==> src/stepper_pkg.sv <==
// Shared constants and types for the stepping motor control-signal block.
// Assumes a 10 MHz system clock and a 32-bit AXI4-Lite register bus.
package stepper_pkg;

	// Register byte offsets.
	localparam logic [7:0] ADDR_CTRL = 8'h00;
	localparam logic [7:0] ADDR_STATUS = 8'h04;
	localparam logic [7:0] ADDR_DEVIATION = 8'h08;
	localparam logic [7:0] ADDR_POSITION = 8'h0c;

	// Control register layout and reset value (0 selects dual-pulse mode).
	localparam int CTRL_ONE_PULSE_BIT = 0;
	localparam logic [31:0] CTRL_RESET = 32'h0000_0000;

	// Bus responses.
	localparam logic [1:0] RESP_OKAY = 2'h0;
	localparam logic [1:0] RESP_SLVERR = 2'h2;

	// Timing: clock rate and the settle time before positioning completes.
	localparam int CLK_MHZ = 10;
	localparam int END_DELAY_US = 2000;
	localparam int END_DELAY_CYCLES = END_DELAY_US * CLK_MHZ;

	// Geometry in fine units (one fine unit is one step at times ten).
	localparam int BASE_STEPS_PER_REV = 500;
	localparam int RES_MULT = 10;
	localparam int FINE_PER_REV = BASE_STEPS_PER_REV * RES_MULT;
	localparam int TIMING_PER_REV = 50;
	localparam int FINE_PER_TIMING = FINE_PER_REV / TIMING_PER_REV;
	// Window of 1.8 degrees, written in tenths of a degree.
	localparam int WINDOW_DECIDEG = 18;
	localparam int DEV_LIMIT_FINE = WINDOW_DECIDEG * FINE_PER_REV / 3600;

	// Status register contents.
	typedef struct packed {
		logic [23:0] reserved;
		logic res_latched_x10;
		logic res_x10_now;
		logic winding_off;
		logic positioning_done;
		logic fault_system;
		logic fault_data;
		logic fault_overcurrent;
		logic fault_overload;
	} status_t;

	// Positioning-complete settle states.
	typedef enum logic {POS_SETTLING, POS_DONE} pos_state_t;

endpackage : stepper_pkg

==> src/stepper_pulse_io.sv <==
// Control-signal logic of a closed-loop stepping motor driver: command
// pulse decode, deviation tracking, alarms and the status outputs.
// Assumes all pins are synchronous to clk_sys, opto-on reads as 1, and
// rotor feedback arrives as one-cycle fine-unit steps on rotor_step_in.
// Behaviour
// Host waits half a second after power-on before releasing brake.
// Single-pulse mode: steps on one pin, direction on other, on is clockwise.
// Dual-pulse mode: clockwise pin steps clockwise, other pin counterclockwise.
// Dual-pulse mode is the setting after reset.
// Winding-off input de-energizes the motor windings.
// Winding-off input clears the deviation counter.
// Multiply input gives times-ten resolution when switch is at times one.
// Switch at times ten forces times-ten regardless of multiply input.
// Alarm-clear input cancels a clearable alarm without power cycling.
// Over-current, data and system errors clear only on power cycle.
// Complete output rises 2 ms after last pulse if within 1.8 degrees.
// Complete output may flash while moving at slow pulse rates.
// A fault raises alarm, lights indicator, de-energizes motor.
// Host keeps driver unpowered ten seconds when power cycling.
// Alarm output conducts when no alarm; other outputs conduct when active.
// Timing output pulses fifty times per revolution, line driver high.
// Timing output accuracy is not promised above 500 Hz.
// Quadrature outputs one pulse per step at power-on resolution.
// Quadrature channels are a quarter cycle apart.
// Quadrature outputs lag rotor motion by at most one millisecond.
// Count a step on entry to opto-on; ignore during winding-off or alarm.
// Channel A leads for clockwise, channel B leads for counterclockwise.
`timescale 1ns/1ps
module stepper_pulse_io #(
	parameter int END_CYCLES = stepper_pkg::END_DELAY_CYCLES,
	parameter int DEV_WIDTH = 16
) (
	input wire logic clk_sys,
	input wire logic reset_n,
	input wire logic ce,
	input wire logic [7:0] s_axi_awaddr,
	input wire logic s_axi_awvalid,
	output logic s_axi_awready,
	input wire logic [31:0] s_axi_wdata,
	input wire logic [3:0] s_axi_wstrb,
	input wire logic s_axi_wvalid,
	output logic s_axi_wready,
	output logic [1:0] s_axi_bresp,
	output logic s_axi_bvalid,
	input wire logic s_axi_bready,
	input wire logic [7:0] s_axi_araddr,
	input wire logic s_axi_arvalid,
	output logic s_axi_arready,
	output logic [31:0] s_axi_rdata,
	output logic [1:0] s_axi_rresp,
	output logic s_axi_rvalid,
	input wire logic s_axi_rready,
	input wire logic clockwise_pulse_in,
	input wire logic counterclockwise_pulse_in,
	input wire logic winding_off_in,
	input wire logic res_multiply_in,
	input wire logic res_switch_x10,
	input wire logic fault_clear_in,
	input wire logic fault_overload_in,
	input wire logic fault_overcurrent_in,
	input wire logic fault_data_in,
	input wire logic fault_system_in,
	input wire logic rotor_step_in,
	input wire logic rotor_cw_in,
	output logic motor_energize_out,
	output logic alarm_ok_out,
	output logic alarm_led_out,
	output logic positioning_done_out,
	output logic excitation_timing_oc_out,
	output logic excitation_timing_ld_out,
	output logic quad_a_oc_out,
	output logic quad_b_oc_out,
	output logic quad_a_ld_out,
	output logic quad_b_ld_out
);

	// Fine units moved by one command step at the given resolution.
	function automatic logic [3:0] fine_step(input logic x10);
		fine_step = x10 ? 4'h1 : 4'(stepper_pkg::RES_MULT);
	endfunction : fine_step

	// True for an address that maps to a register.
	function automatic logic addr_known(input logic [7:0] a);
		addr_known = (a == stepper_pkg::ADDR_CTRL) ||
			(a == stepper_pkg::ADDR_STATUS) ||
			(a == stepper_pkg::ADDR_DEVIATION) ||
			(a == stepper_pkg::ADDR_POSITION);
	endfunction : addr_known

	logic one_pulse_mode;
	logic cw_prev, ccw_prev, clr_prev;
	logic f_overload, f_overcurrent, f_data, f_system, alarm_any;
	logic res_latched_x10, init_done;
	logic signed [DEV_WIDTH-1:0] deviation;
	logic [12:0] rev_pos;
	logic [6:0] timing_cnt;
	logic [3:0] quad_sub;
	logic [1:0] quad_phase;
	logic [14:0] quiet_cnt;
	stepper_pkg::pos_state_t pos_state;
	logic aw_held, w_held;
	logic [7:0] aw_addr_q;
	logic [31:0] w_data_q;
	logic [3:0] w_strb_q;

	// Resolution, edges and command decode.
	logic res_x10, run_ok, step_pulse_in, rotation_dir_in;
	logic cw_rise, ccw_rise, clr_rise, cmd_step, cmd_cw, in_window;
	logic signed [DEV_WIDTH-1:0] cmd_delta, rotor_delta, abs_dev;
	// Times-ten resolution select.
	assign res_x10 = res_switch_x10 | res_multiply_in;
	assign step_pulse_in = clockwise_pulse_in;
	assign rotation_dir_in = counterclockwise_pulse_in;
	assign cw_rise = clockwise_pulse_in & ~cw_prev;
	assign ccw_rise = counterclockwise_pulse_in & ~ccw_prev;
	assign clr_rise = fault_clear_in & ~clr_prev;
	assign alarm_any = f_overload | f_overcurrent | f_data | f_system;
	assign run_ok = ~winding_off_in & ~alarm_any;
	// Steps on opto-on entry, gated by run state.
	// Pulse mode decode; simultaneous dual pulses cancel.
	assign cmd_step = run_ok & (one_pulse_mode ? (step_pulse_in & ~cw_prev) :
		(cw_rise ^ ccw_rise));
	assign cmd_cw = one_pulse_mode ? rotation_dir_in : cw_rise;
	assign cmd_delta = !cmd_step ? '0 : cmd_cw ?
		DEV_WIDTH'(fine_step(res_x10)) : -DEV_WIDTH'(fine_step(res_x10));
	assign rotor_delta = !rotor_step_in ? '0 : rotor_cw_in ?
		DEV_WIDTH'(1) : -DEV_WIDTH'(1);
	assign abs_dev = deviation[DEV_WIDTH-1] ? -deviation : deviation;
	assign in_window = abs_dev <= DEV_WIDTH'(stepper_pkg::DEV_LIMIT_FINE);

	// Input edge history.
	always_ff @(posedge clk_sys or negedge reset_n) begin
		if (!reset_n) begin
			cw_prev <= 1'b0;
			ccw_prev <= 1'b0;
			clr_prev <= 1'b0;
		end else if (ce) begin
			cw_prev <= clockwise_pulse_in;
			ccw_prev <= counterclockwise_pulse_in;
			clr_prev <= fault_clear_in;
		end
	end

	// Resolution captured once just after reset release.
	// Power-on resolution latch.
	always_ff @(posedge clk_sys or negedge reset_n) begin
		if (!reset_n) begin
			init_done <= 1'b0;
			res_latched_x10 <= 1'b0;
		end else if (ce && !init_done) begin
			init_done <= 1'b1;
			res_latched_x10 <= res_x10;
		end
	end

	// Fault flags: overload is clearable, the rest stick until reset.
	// Clear reaches overload only; a new fault wins over clear.
	always_ff @(posedge clk_sys or negedge reset_n) begin
		if (!reset_n) begin
			f_overload <= 1'b0;
			f_overcurrent <= 1'b0;
			f_data <= 1'b0;
			f_system <= 1'b0;
		end else if (ce) begin
			if (fault_overload_in)
				f_overload <= 1'b1;
			else if (clr_rise)
				f_overload <= 1'b0;
			if (fault_overcurrent_in)
				f_overcurrent <= 1'b1;
			if (fault_data_in)
				f_data <= 1'b1;
			if (fault_system_in)
				f_system <= 1'b1;
		end
	end

	// Drive and indicator state.
	// Windings off on request or alarm.
	always_ff @(posedge clk_sys or negedge reset_n) begin
		if (!reset_n) begin
			motor_energize_out <= 1'b0;
			alarm_led_out <= 1'b0;
		end else if (ce) begin
			motor_energize_out <= run_ok;
			alarm_led_out <= alarm_any;
		end
	end
	// Alarm line conducts while healthy.
	assign alarm_ok_out = ~alarm_led_out;

	// Deviation between commanded and actual position.
	// Winding-off clears the deviation.
	always_ff @(posedge clk_sys or negedge reset_n) begin
		if (!reset_n)
			deviation <= '0;
		else if (ce) begin
			if (winding_off_in)
				deviation <= '0;
			else
				deviation <= deviation + cmd_delta - rotor_delta;
		end
	end

	// Settle timer and complete output; each pulse restarts the wait, so
	// the output flashes when pulses are spaced beyond the settle time.
	// Settle then check window.
	always_ff @(posedge clk_sys or negedge reset_n) begin
		if (!reset_n) begin
			quiet_cnt <= '0;
			pos_state <= stepper_pkg::POS_SETTLING;
			positioning_done_out <= 1'b0;
		end else if (ce) begin
			case (pos_state)
				stepper_pkg::POS_SETTLING: begin
					if (cmd_step || !run_ok)
						quiet_cnt <= '0;
					else if (quiet_cnt != 15'(END_CYCLES))
						quiet_cnt <= quiet_cnt + 15'h1;
					else if (in_window) begin
						pos_state <= stepper_pkg::POS_DONE;
						positioning_done_out <= 1'b1;
					end
				end
				stepper_pkg::POS_DONE: begin
					if (cmd_step || !run_ok || !in_window) begin
						quiet_cnt <= '0;
						pos_state <= stepper_pkg::POS_SETTLING;
						positioning_done_out <= 1'b0;
					end
				end
				default: begin
					pos_state <= stepper_pkg::POS_SETTLING;
					positioning_done_out <= 1'b0;
				end
			endcase
		end
	end

	// Shaft position counters and the timing output; accuracy above the
	// slow pulse range depends on feedback keeping pace.
	// Fifty timing marks per turn.
	logic [12:0] next_rev_pos;
	logic [6:0] next_timing_cnt;
	always_comb begin
		next_rev_pos = rev_pos;
		next_timing_cnt = timing_cnt;
		if (rotor_step_in && rotor_cw_in) begin
			next_rev_pos = (rev_pos == 13'(stepper_pkg::FINE_PER_REV - 1)) ?
				13'h0 : rev_pos + 13'h1;
			next_timing_cnt = (timing_cnt ==
				7'(stepper_pkg::FINE_PER_TIMING - 1)) ? 7'h0 : timing_cnt + 7'h1;
		end else if (rotor_step_in) begin
			next_rev_pos = (rev_pos == 13'h0) ?
				13'(stepper_pkg::FINE_PER_REV - 1) : rev_pos - 13'h1;
			next_timing_cnt = (timing_cnt == 7'h0) ?
				7'(stepper_pkg::FINE_PER_TIMING - 1) : timing_cnt - 7'h1;
		end
	end
	always_ff @(posedge clk_sys or negedge reset_n) begin
		if (!reset_n) begin
			rev_pos <= '0;
			timing_cnt <= '0;
			excitation_timing_oc_out <= 1'b0;
		end else if (ce) begin
			rev_pos <= next_rev_pos;
			timing_cnt <= next_timing_cnt;
			excitation_timing_oc_out <= (next_timing_cnt == 7'h0);
		end
	end
	assign excitation_timing_ld_out = excitation_timing_oc_out;

	// Quadrature generator, one cycle behind the rotor step.
	// Gray sequence per output step.
	logic quad_due;
	logic [3:0] next_quad_sub;
	logic [1:0] next_quad_phase;
	always_comb begin
		next_quad_sub = quad_sub;
		quad_due = 1'b0;
		if (rotor_step_in && rotor_cw_in) begin
			next_quad_sub = (quad_sub == 4'(stepper_pkg::RES_MULT - 1)) ?
				4'h0 : quad_sub + 4'h1;
			quad_due = res_latched_x10 || (next_quad_sub == 4'h0);
		end else if (rotor_step_in) begin
			next_quad_sub = (quad_sub == 4'h0) ?
				4'(stepper_pkg::RES_MULT - 1) : quad_sub - 4'h1;
			quad_due = res_latched_x10 || (quad_sub == 4'h0);
		end
		next_quad_phase = !quad_due ? quad_phase :
			rotor_cw_in ? quad_phase + 2'h1 : quad_phase - 2'h1;
	end
	always_ff @(posedge clk_sys or negedge reset_n) begin
		if (!reset_n) begin
			quad_sub <= '0;
			quad_phase <= '0;
			quad_a_oc_out <= 1'b0;
			quad_b_oc_out <= 1'b0;
		end else if (ce) begin
			quad_sub <= next_quad_sub;
			quad_phase <= next_quad_phase;
			quad_a_oc_out <= next_quad_phase[1] ^ next_quad_phase[0];
			quad_b_oc_out <= next_quad_phase[1];
		end
	end
	assign quad_a_ld_out = quad_a_oc_out;
	assign quad_b_ld_out = quad_b_oc_out;

	// Bus write side: address and data taken in either order.
	logic aw_got, w_got, do_write;
	logic [7:0] wr_addr;
	logic [31:0] wr_data;
	logic [3:0] wr_strb;
	assign s_axi_awready = ~aw_held & ~s_axi_bvalid;
	assign s_axi_wready = ~w_held & ~s_axi_bvalid;
	assign aw_got = aw_held | (s_axi_awvalid & s_axi_awready);
	assign w_got = w_held | (s_axi_wvalid & s_axi_wready);
	assign do_write = aw_got & w_got & ~s_axi_bvalid;
	assign wr_addr = aw_held ? aw_addr_q : s_axi_awaddr;
	assign wr_data = w_held ? w_data_q : s_axi_wdata;
	assign wr_strb = w_held ? w_strb_q : s_axi_wstrb;
	always_ff @(posedge clk_sys or negedge reset_n) begin
		if (!reset_n) begin
			aw_held <= 1'b0;
			w_held <= 1'b0;
			aw_addr_q <= '0;
			w_data_q <= '0;
			w_strb_q <= '0;
			s_axi_bvalid <= 1'b0;
			s_axi_bresp <= stepper_pkg::RESP_OKAY;
		end else if (ce) begin
			if (do_write) begin
				aw_held <= 1'b0;
				w_held <= 1'b0;
				s_axi_bvalid <= 1'b1;
				s_axi_bresp <= addr_known(wr_addr) ? stepper_pkg::RESP_OKAY :
					stepper_pkg::RESP_SLVERR;
			end else begin
				if (s_axi_awvalid && s_axi_awready) begin
					aw_held <= 1'b1;
					aw_addr_q <= s_axi_awaddr;
				end
				if (s_axi_wvalid && s_axi_wready) begin
					w_held <= 1'b1;
					w_data_q <= s_axi_wdata;
					w_strb_q <= s_axi_wstrb;
				end
				if (s_axi_bvalid && s_axi_bready)
					s_axi_bvalid <= 1'b0;
			end
		end
	end

	// Control register.
	// Dual-pulse mode out of reset.
	always_ff @(posedge clk_sys or negedge reset_n) begin
		if (!reset_n)
			one_pulse_mode <= stepper_pkg::CTRL_RESET[stepper_pkg::CTRL_ONE_PULSE_BIT];
		else if (ce && do_write && wr_strb[0] &&
			wr_addr == stepper_pkg::ADDR_CTRL)
			one_pulse_mode <= wr_data[stepper_pkg::CTRL_ONE_PULSE_BIT];
	end

	// Bus read side.
	stepper_pkg::status_t status;
	always_comb begin
		status = '0;
		status.res_latched_x10 = res_latched_x10;
		status.res_x10_now = res_x10;
		status.winding_off = winding_off_in;
		status.positioning_done = positioning_done_out;
		status.fault_system = f_system;
		status.fault_data = f_data;
		status.fault_overcurrent = f_overcurrent;
		status.fault_overload = f_overload;
	end
	assign s_axi_arready = ~s_axi_rvalid;
	always_ff @(posedge clk_sys or negedge reset_n) begin
		if (!reset_n) begin
			s_axi_rvalid <= 1'b0;
			s_axi_rdata <= '0;
			s_axi_rresp <= stepper_pkg::RESP_OKAY;
		end else if (ce) begin
			if (s_axi_arvalid && s_axi_arready) begin
				s_axi_rvalid <= 1'b1;
				s_axi_rresp <= addr_known(s_axi_araddr) ?
					stepper_pkg::RESP_OKAY : stepper_pkg::RESP_SLVERR;
				case (s_axi_araddr)
					stepper_pkg::ADDR_CTRL: s_axi_rdata <= {31'h0, one_pulse_mode};
					stepper_pkg::ADDR_STATUS: s_axi_rdata <= status;
					stepper_pkg::ADDR_DEVIATION:
						s_axi_rdata <= 32'(signed'(deviation));
					stepper_pkg::ADDR_POSITION: s_axi_rdata <= {19'h0, rev_pos};
					default: s_axi_rdata <= 32'h0000_0000;
				endcase
			end else if (s_axi_rvalid && s_axi_rready)
				s_axi_rvalid <= 1'b0;
		end
	end

	// Checks on the behaviour above.
	property p_mode_reset;
		@(posedge clk_sys) $rose(reset_n) |-> !one_pulse_mode;
	endproperty
	a_mode_reset: assert property (p_mode_reset) else $error("mode not dual-pulse after reset");
	property p_one_pulse_dir;
		@(posedge clk_sys) disable iff (!reset_n)
		(cmd_step && one_pulse_mode) |-> cmd_cw == counterclockwise_pulse_in;
	endproperty
	a_one_pulse_dir: assert property (p_one_pulse_dir) else $error("bad direction");
	property p_two_pulse;
		@(posedge clk_sys) disable iff (!reset_n)
		(!one_pulse_mode && run_ok && cw_rise && !ccw_rise) |-> cmd_step && cmd_cw;
	endproperty
	a_two_pulse: assert property (p_two_pulse) else $error("cw pulse lost");
	property p_off_deenergize;
		@(posedge clk_sys) disable iff (!reset_n)
		(ce && (winding_off_in || alarm_any)) |=> !motor_energize_out;
	endproperty
	a_off_deenergize: assert property (p_off_deenergize) else $error("energized");
	property p_off_clears;
		@(posedge clk_sys) disable iff (!reset_n)
		(ce && winding_off_in) |=> deviation == 0;
	endproperty
	a_off_clears: assert property (p_off_clears) else $error("deviation kept");
	property p_res_step;
		@(posedge clk_sys) disable iff (!reset_n)
		cmd_step |-> (cmd_delta == 1 || cmd_delta == -1) == res_x10;
	endproperty
	a_res_step: assert property (p_res_step) else $error("wrong step size");
	property p_fatal_sticks;
		@(posedge clk_sys) disable iff (!reset_n)
		(ce && f_overcurrent && clr_rise) |=> f_overcurrent;
	endproperty
	a_fatal_sticks: assert property (p_fatal_sticks) else $error("fatal cleared");
	property p_clear_works;
		@(posedge clk_sys) disable iff (!reset_n)
		(ce && clr_rise && !fault_overload_in) |=> !f_overload;
	endproperty
	a_clear_works: assert property (p_clear_works) else $error("clear failed");
	property p_done_cause;
		@(posedge clk_sys) disable iff (!reset_n)
		$rose(positioning_done_out) |-> $past(quiet_cnt) == 15'(END_CYCLES)
			&& $past(in_window);
	endproperty
	a_done_cause: assert property (p_done_cause) else $error("early complete");
	property p_alarm_lines;
		@(posedge clk_sys) disable iff (!reset_n)
		(ce && alarm_any) |=> alarm_led_out && !alarm_ok_out;
	endproperty
	a_alarm_lines: assert property (p_alarm_lines) else $error("alarm not shown");
	property p_timing_mark;
		@(posedge clk_sys) disable iff (!reset_n)
		init_done |-> excitation_timing_oc_out == (timing_cnt == 7'h0);
	endproperty
	a_timing_mark: assert property (p_timing_mark) else $error("timing mismatch");
	property p_quad_gray;
		@(posedge clk_sys) disable iff (!reset_n)
		$changed({quad_a_oc_out, quad_b_oc_out}) |->
			$countones({quad_a_oc_out, quad_b_oc_out} ^
			$past({quad_a_oc_out, quad_b_oc_out})) == 1;
	endproperty
	a_quad_gray: assert property (p_quad_gray) else $error("quad jump");
	property p_quad_lag;
		@(posedge clk_sys) disable iff (!reset_n)
		(ce && quad_due) |=> $changed({quad_a_oc_out, quad_b_oc_out});
	endproperty
	a_quad_lag: assert property (p_quad_lag) else $error("quad late");
	property p_ignore_off;
		@(posedge clk_sys) disable iff (!reset_n) !run_ok |-> !cmd_step;
	endproperty
	a_ignore_off: assert property (p_ignore_off) else $error("step while off");
	c_cw_step: cover property (@(posedge clk_sys) cmd_step && cmd_cw);
	c_clear: cover property (@(posedge clk_sys) $fell(f_overload));
	c_done: cover property (@(posedge clk_sys) $rose(positioning_done_out));

endmodule : stepper_pulse_io

==> config.mk <==
export PLATFORM = sky130hd
export DESIGN_NAME = stepper_pulse_io
export DESIGN_NICKNAME = d
export VERILOG_FILES = /design/src/stepper_pkg.sv /design/src/stepper_pulse_io.sv
export SDC_FILE = /design/constraint.sdc
export NUM_CORES = 1
export LEC_CHECK = 0
export BUFFER_PORTS_ARGS = -buffer_cell sky130_fd_sc_hd__buf_4
export CORE_MARGIN = 2
export CORE_UTILIZATION = 25
export DETAILED_ROUTE_END_ITERATION = 10
export PLACE_DENSITY = 0.39
export REMOVE_ABC_BUFFERS = 1
export SYNTH_ARGS = -nofsm -noshare
export SYNTH_HDL_FRONTEND = slang
export SYNTH_SLANG_ARGS = --single-unit
==> constraint.sdc <==
create_clock -name clk_sys -period 5 [get_ports clk_sys]
set_input_delay 1 -clock clk_sys [delete_from_list [all_inputs] [get_ports clk_sys]]
set_output_delay 1 -clock clk_sys [all_outputs]
set_load 0.03 [all_outputs]
==> impl_metrics.tcl, run 1 <==
set metrics [dict create \
    wirelength_mm 21.0 \
    clockBufferDepth 2 \
    num_rows 62 \
    overflow 0 \
    fin_area_sq_um 8490 \
    dr.pass1.iters 4 \
    viasPerCell 4.91 \
    avgRoutedWirePerCell_um 16.7 \
    tritoncts "done" \
    synth-edff-count 0 \
    ys.warnings.count 0 \
    ys_ff_latch 105 \
    setup.worst_path.start "res_multiply_in" \
    numCtsBuffers 9 \
    finalWeightedCongestion 0.780 \
    setup_viol 0 \
    postCtsHoldBufs 0 \
    antenna_found_initial 0 \
    crit_path_end_kind "register" \
    syn_inst 818 \
    start_kind "primary input" \
    drt_iter0_markers 309 \
    synthTopCellsByArea "dfrtp_1 (36%), fa_1 (4.1%), ha_1 (4.1%), a21oi_1 (3.7%), mux2_2 (3.5%)" \
    finalPower_mw 3.84 \
    hold_viol 0 \
    r2r-start "f_overload" \
    power_density_nw_per_um2 452 \
    holdPathStages 1 \
    num_vias 6169 \
    vdd_drop_max_mv 0.157 \
    pre_cts_ws_ns 0.273 \
    min_from "init_done" \
    yosysTopAreaCell "dfrtp_1" \
    syn-cell-area_sq_um 7320 \
    path_common_cell "ha_1" \
    totalNegativeSetupSlack_ns 0 \
    place_area_sq_um 8210 \
    drc 0 \
    ios 123 \
    portBuffers 86 \
    grt_pass1_wl_mm 33.9 \
    slowest_delay_ns 0.54 \
    finalCritPeriodShare_pct 87.3 \
    antenna_left 0 \
    slowest_stage "fa_1" \
    path_buf_inv 2 \
    required_ns 5.21 \
    yosysSeqAreaShare_pct 35.9 \
    drive_gt1_share_pct 17.6 \
    critPathKind "in2reg" \
    start_util_pct 25.4 \
    die_height_um 175 \
    drv_cap 0 \
    async_flop_share_pct 100 \
    crit_chain "buf_4 > or2_2 > ha_1 > or3_1 > fa_1 > inv_1 > ha_1 > a21oi_1 > o221ai_1 > o211ai_1 > a31oi_1 > o41ai_1 > xor2_1 > o22ai_1" \
    cp_max_fo 4 \
    dp_hpwl_mm 15.4 \
    ff2ff_setup_slack_ns 0.85 \
    postCtsSetupRepairBufs 0 \
    synthFlopType "dfrtp_1" \
    maxSlewViolCount 0 \
    reg2reg_depth 14 \
    grt_usage_pct 13.9 \
    fmax_ghz 0.229 \
    tightest_slew_ns 0.808 \
    mostFrequentLayoutCells "dfrtp_1 (105), buf_4 (98), nand2_1 (66), inv_1 (65), a21oi_1 (54)" \
    final_common_cell "dfrtp_1" \
    htree_levels 3 \
    syn_area_per_cell_sq_um 8.94 \
    cts-root-buf "clkbuf_16" \
    status "completed" \
    ys_types 75 \
    cp_top_family "compound AO/OA/AOI/OAI gates" \
    clk_latency_ns 0.36 \
    cts_sinks 105 \
    cts_resized 0 \
    fin_crit_ns 4.36 \
    antenna_cells 0 \
    timing.final.ws_setup_ns 0.636 \
    hold_class "reg2reg" \
    p_leak_nw 3.55 \
    fillerInstances 3039 \
    chipWidth_um 175 \
    core_sq_um 28800 \
    grt_pass1_vias 6164 \
    worstPathArrival_ns 4.58 \
    r2r-end "deviation[15]" \
    die_area_sq_um 30600 \
    fin_skew_ns 0.0119 \
    clkSlewWorstSetupHoldPaths_ns 0.08 \
    grt_max_degree 44 \
    syn_to_final_growth_pct 16.1 \
    final_nets 979 \
    slew_headroom_pct 46.0 \
    grt_setup_unrepaired "no" \
    yosysTopAreaCellShare_pct 35.9 \
    hold-path-endpoint "init_done" \
]
## cells in the mapped netlist (18+ instances only)
library cell,instances
nor3_1,18
clkbuf_1,33
nand2_1,66
nor2_1,40
a21oi_1,54
nand3_1,25
inv_1,65
mux2_2,23
o22ai_1,21
o21ai_0,25
dfrtp_1,105
o21ai_1,34
ha_1,24
buf_4,21
## registers in the layout, indices dropped and copies added, names as in the netlist, 4 cells and up
signal	count
quiet_cnt	15
rev_pos	13
timing_cnt	7
quad_sub	4
deviation	16
aw_addr_q	8
s_axi_rdata	16
## layer usage
| layer | GRT usage [%] | part of all wire, % |
|---|---|---|
| met5 | 0 | 0 |
| met4 | 3.96 | 1.9 |
| met3 | 2.44 | 2.7 |
| met2 | 22.8 | 47 |
| met1 | 18.7 | 48 |
## final cells by class
type | count | area, sq um | area share, %
Multi-Input combinational cell | 587 | 4120 | 48.5
Tap cell | 384 | 480 | 5.66
Clock buffer | 9 | 225 | 2.65
Timing Repair Buffer | 98 | 736 | 8.66
Inverter | 67 | 251 | 2.96
Clock inverter | 7 | 55.1 | 0.648
Sequential cell | 105 | 2630 | 30.9
## stage by stage
step                util (%)  cells  hold WS, ns
floorplan                  -    759        0.438
global placement        28.5   1241        0.455
detailed placement      28.5   1241        0.451
CTS                     29.5   1257        0.474
global route            29.5   1257        0.503
finish                  29.5   1257        0.469
## power breakdown
part | total, mW | switching (mW) | internal (mW)
combinational | 1.71 | 0.951 | 0.758
sequential | 1.41 | 0.359 | 1.05
clock | 0.713 | 0.371 | 0.343
## worst max path at each step
stage | to | slack, ns | cells past startpoint
2_1_floorplan | deviation[14] | 0.49 | 10
3_3_place_gp | deviation[15] | 0.26 | 14
3_5_place_dp | deviation[15] | 0.27 | 14
4_1_cts | deviation[15] | 0.64 | 14
5_1_grt | deviation[15] | 0.49 | 14
6_report | deviation[15] | 0.64 | 14
## kinds of logic after synthesis
logic type	count (synthesis)	synth area share, %
AND/OR/NAND/NOR	252	18.5
other	1	0.0513
AO/OA/AOI/OAI	232	20.8
adder cells (fa/ha/maj)	39	8.21
multiplexers	35	5.40
XOR/XNOR	27	3.23
buffers and inverters	127	7.90
flip-flops	105	35.9
(Power assumes the default switching activity.)
==> run 2, diff against run 1 <==
- ABC_AREA: not set -> 1
==> impl_metrics.tcl, run 2 <==
set metrics [dict create \
    yosysTopAreaCell "dfrtp_1" \
    finalPower_mw 3.93 \
    grt_max_degree 55 \
    cp_max_fo 11 \
    fillerInstances 3304 \
    p_int_mw 2.12 \
    async_flop_share_pct 100 \
    ys.warnings.count 0 \
    die_height_um 178 \
    antenna_cells 0 \
    clockBufferDepth 2 \
    portBuffers 86 \
    ff2ff_setup_slack_ns 1.18 \
    synth-edff-count 0 \
    start_util_pct 25.5 \
    mostFrequentLayoutCells "nand2_1 (245), inv_1 (132), dfrtp_1 (105), buf_4 (94), nor2_1 (93)" \
    register_area_sq_um 2630 \
    slowest_delay_ns 0.55 \
    final_common_cell "nand2_1" \
    wirelength_mm 22.3 \
    swShare_pct 46.0 \
    avgRoutedWirePerCell_um 14.8 \
    tritoncts "done" \
    reg2reg_depth 17 \
    core_sq_um 29800 \
    yosysSeqAreaShare_pct 34.6 \
    synthTopCellsByArea "dfrtp_1 (35%), nand2_1 (12%), inv_1 (6.5%), nand3_1 (4.9%), nor2_1 (4.6%)" \
    finalWeightedCongestion 0.817 \
    tightest_slew_ns 0.823 \
    crit_path_end_kind "register" \
    setup.worst_path.start "clockwise_pulse_in" \
    cts_sinks 105 \
    power.switching_mw 1.81 \
    clk_latency_ns 0.37 \
    antenna_found_initial 0 \
    grt_pass1_vias 6745 \
    hold_viol 0 \
    syn_area_per_cell_sq_um 7.25 \
    yosysMostFrequentCell "nand2_1" \
    status "completed" \
    syn-cell-area_sq_um 7590 \
    pre_cts_ws_ns 0.624 \
    ys_ff_latch 105 \
    grt_setup_unrepaired "no" \
    antenna_left 0 \
    worstPathArrival_ns 4.23 \
    fin_skew_ns 0.0157 \
    vdd_drop_max_mv 0.178 \
    chipWidth_um 178 \
    dr.pass1.iters 4 \
    numCtsBuffers 9 \
    maxSlewViolCount 0 \
    drc 0 \
    start_kind "primary input" \
    p_comb_share_pct 48.3 \
    slowest_stage "o21ai_0" \
    power_frac_seq_pct 32.7 \
    drv_cap 0 \
    hold_class "reg2reg" \
    overflow 0 \
    ys_types 51 \
    yosysTopAreaCellShare_pct 34.6 \
    postCtsHoldBufs 0 \
    dp_hpwl_mm 17.0 \
    syn_to_final_growth_pct 16.1 \
    multi_input_area_sq_um 4130 \
    cts_resized 0 \
    num_rows 63 \
    clkSlewWorstSetupHoldPaths_ns 0.07 \
    finalCritPeriodShare_pct 80.3 \
    p_leak_nw 4.28 \
    drive_gt1_share_pct 13.7 \
    viasPerCell 4.62 \
    required_ns 5.22 \
    slew_headroom_pct 44.7 \
    critPathKind "in2reg" \
    synthFlopType "dfrtp_1" \
    num_vias 6934 \
    holdPathStages 2 \
    syn_inst 1047 \
    yosys-top-cells-count "nand2_1 (245), inv_1 (132), dfrtp_1 (105)" \
    timing.final.ws_setup_ns 0.983 \
    grt_pass1_wl_mm 36.5 \
    die_area_sq_um 31800 \
    drt_iter0_markers 455 \
    postCtsSetupRepairBufs 0 \
    min_from "clr_prev" \
    top_regs "deviation x16, s_axi_rdata x16, quiet_cnt x15" \
    pwr-share-clk_pct 19.0 \
    cts-root-buf "clkbuf_16" \
    fmax_ghz 0.249 \
    ios 123 \
    grt_usage_pct 14.6 \
    r2r-start "f_overload" \
    totalNegativeSetupSlack_ns 0 \
    power_density_nw_per_um2 447 \
    crit_chain "buf_4 > nand2_1 > a31o_2 > a21oi_1 > nand2_1 > buf_4 > fa_1 > inv_1 > ha_1 > nand2_1 > o21ai_0 > nand3_1 > o211ai_1 > a21oi_1 > o21ai_0 > o21ai_0" \
    final_nets 1216 \
    htree_levels 3 \
    setup_viol 0 \
    fin_crit_ns 4.02 \
]
run 2: cell types whose count changed in the layout (fill, tap and decap cells not counted), sizes merged, moves of 10 or more:
cell   delta
or3      -15
nand4    +13
inv      +79
a21oi    -17
o31ai    -10
xnor2    -10
nand2   +186
or4      -18
mux2     -19
xor2     +15
nor2     +57
o21ai    +14
nand3    +51
run 2: per-stage QoR:
stage | std cells | hold slack [ns] | util, % | area [sq um]
after floorplan | 1000 | 0.434 | - | 7320
after global placement | 1484 | 0.454 | 28.6 | 8510
after detailed placement | 1484 | 0.456 | 28.6 | 8510
after CTS | 1500 | 0.473 | 29.6 | 8810
after global routing | 1500 | 0.502 | 29.6 | 8810
final | 1500 | 0.469 | 29.6 | 8810
run 2: routing by layer:
| layer | vias up | global-route usage (%) | share of wire (%) |
|---|---|---|---|
| li1 | 3533 | - | - |
| met3 | 15 | 2.96 | 4.3 |
| met4 | 0 | 3.01 | 1.2 |
| met2 | 126 | 23.9 | 46 |
| met5 | - | 0 | 0 |
| met1 | 3260 | 20.0 | 49 |
run 2: layout make-up:
cell class,count,share of cell area [%]
flip-flops and latches,105,29.8
inverters,149,6.35
clock buffers,10,2.60
multi-input cells,746,46.9
repair buffers,94,8.01
clock inverters,6,0.753
well taps,390,5.54
run 2: worst paths after layout:
kind	to
worst max-delay path	deviation[15]
min in group asynchronous	timing_cnt[4]
worst min-delay path	clr_prev
max in group asynchronous	quiet_cnt[7]
worst max register to register	deviation[15]
worst min register to register	clr_prev
run 2: logic make-up after synthesis:
group                    count (synthesis)  share of synthesized area (%)
AND/OR/NAND/NOR                        485                           27.9
buffers and inverters                  197                           11.0
AO/OA/AOI/OAI                          181                           13.8
flip-flops                             105                           34.6
adder cells (fa/ha/maj)                 39                           7.91
XOR/XNOR                                32                           3.69
multiplexers                             7                           1.04
other                                    1                         0.0494
run 2: worst max-delay path, delay by kind of cell:
kind                       cells  cell delay [ns]
AOI/OAI and AO/OA              7             1.49
adders and majority gates      2             0.82
buffers and inverters          3             0.38
and+or+nand+nor                4             0.52
run 2: power groups by stage:
stage | logic (mW) | registers [mW] | clock network (mW)
CTS | 1.92 | 1.29 | 0.778
global route | 2.21 | 1.33 | 0.814
finish | 1.90 | 1.29 | 0.747
global placement | 1.92 | 1.31 | 0
floorplan | 1.36 | 1.30 | 0
detailed placement | 1.91 | 1.31 | 0
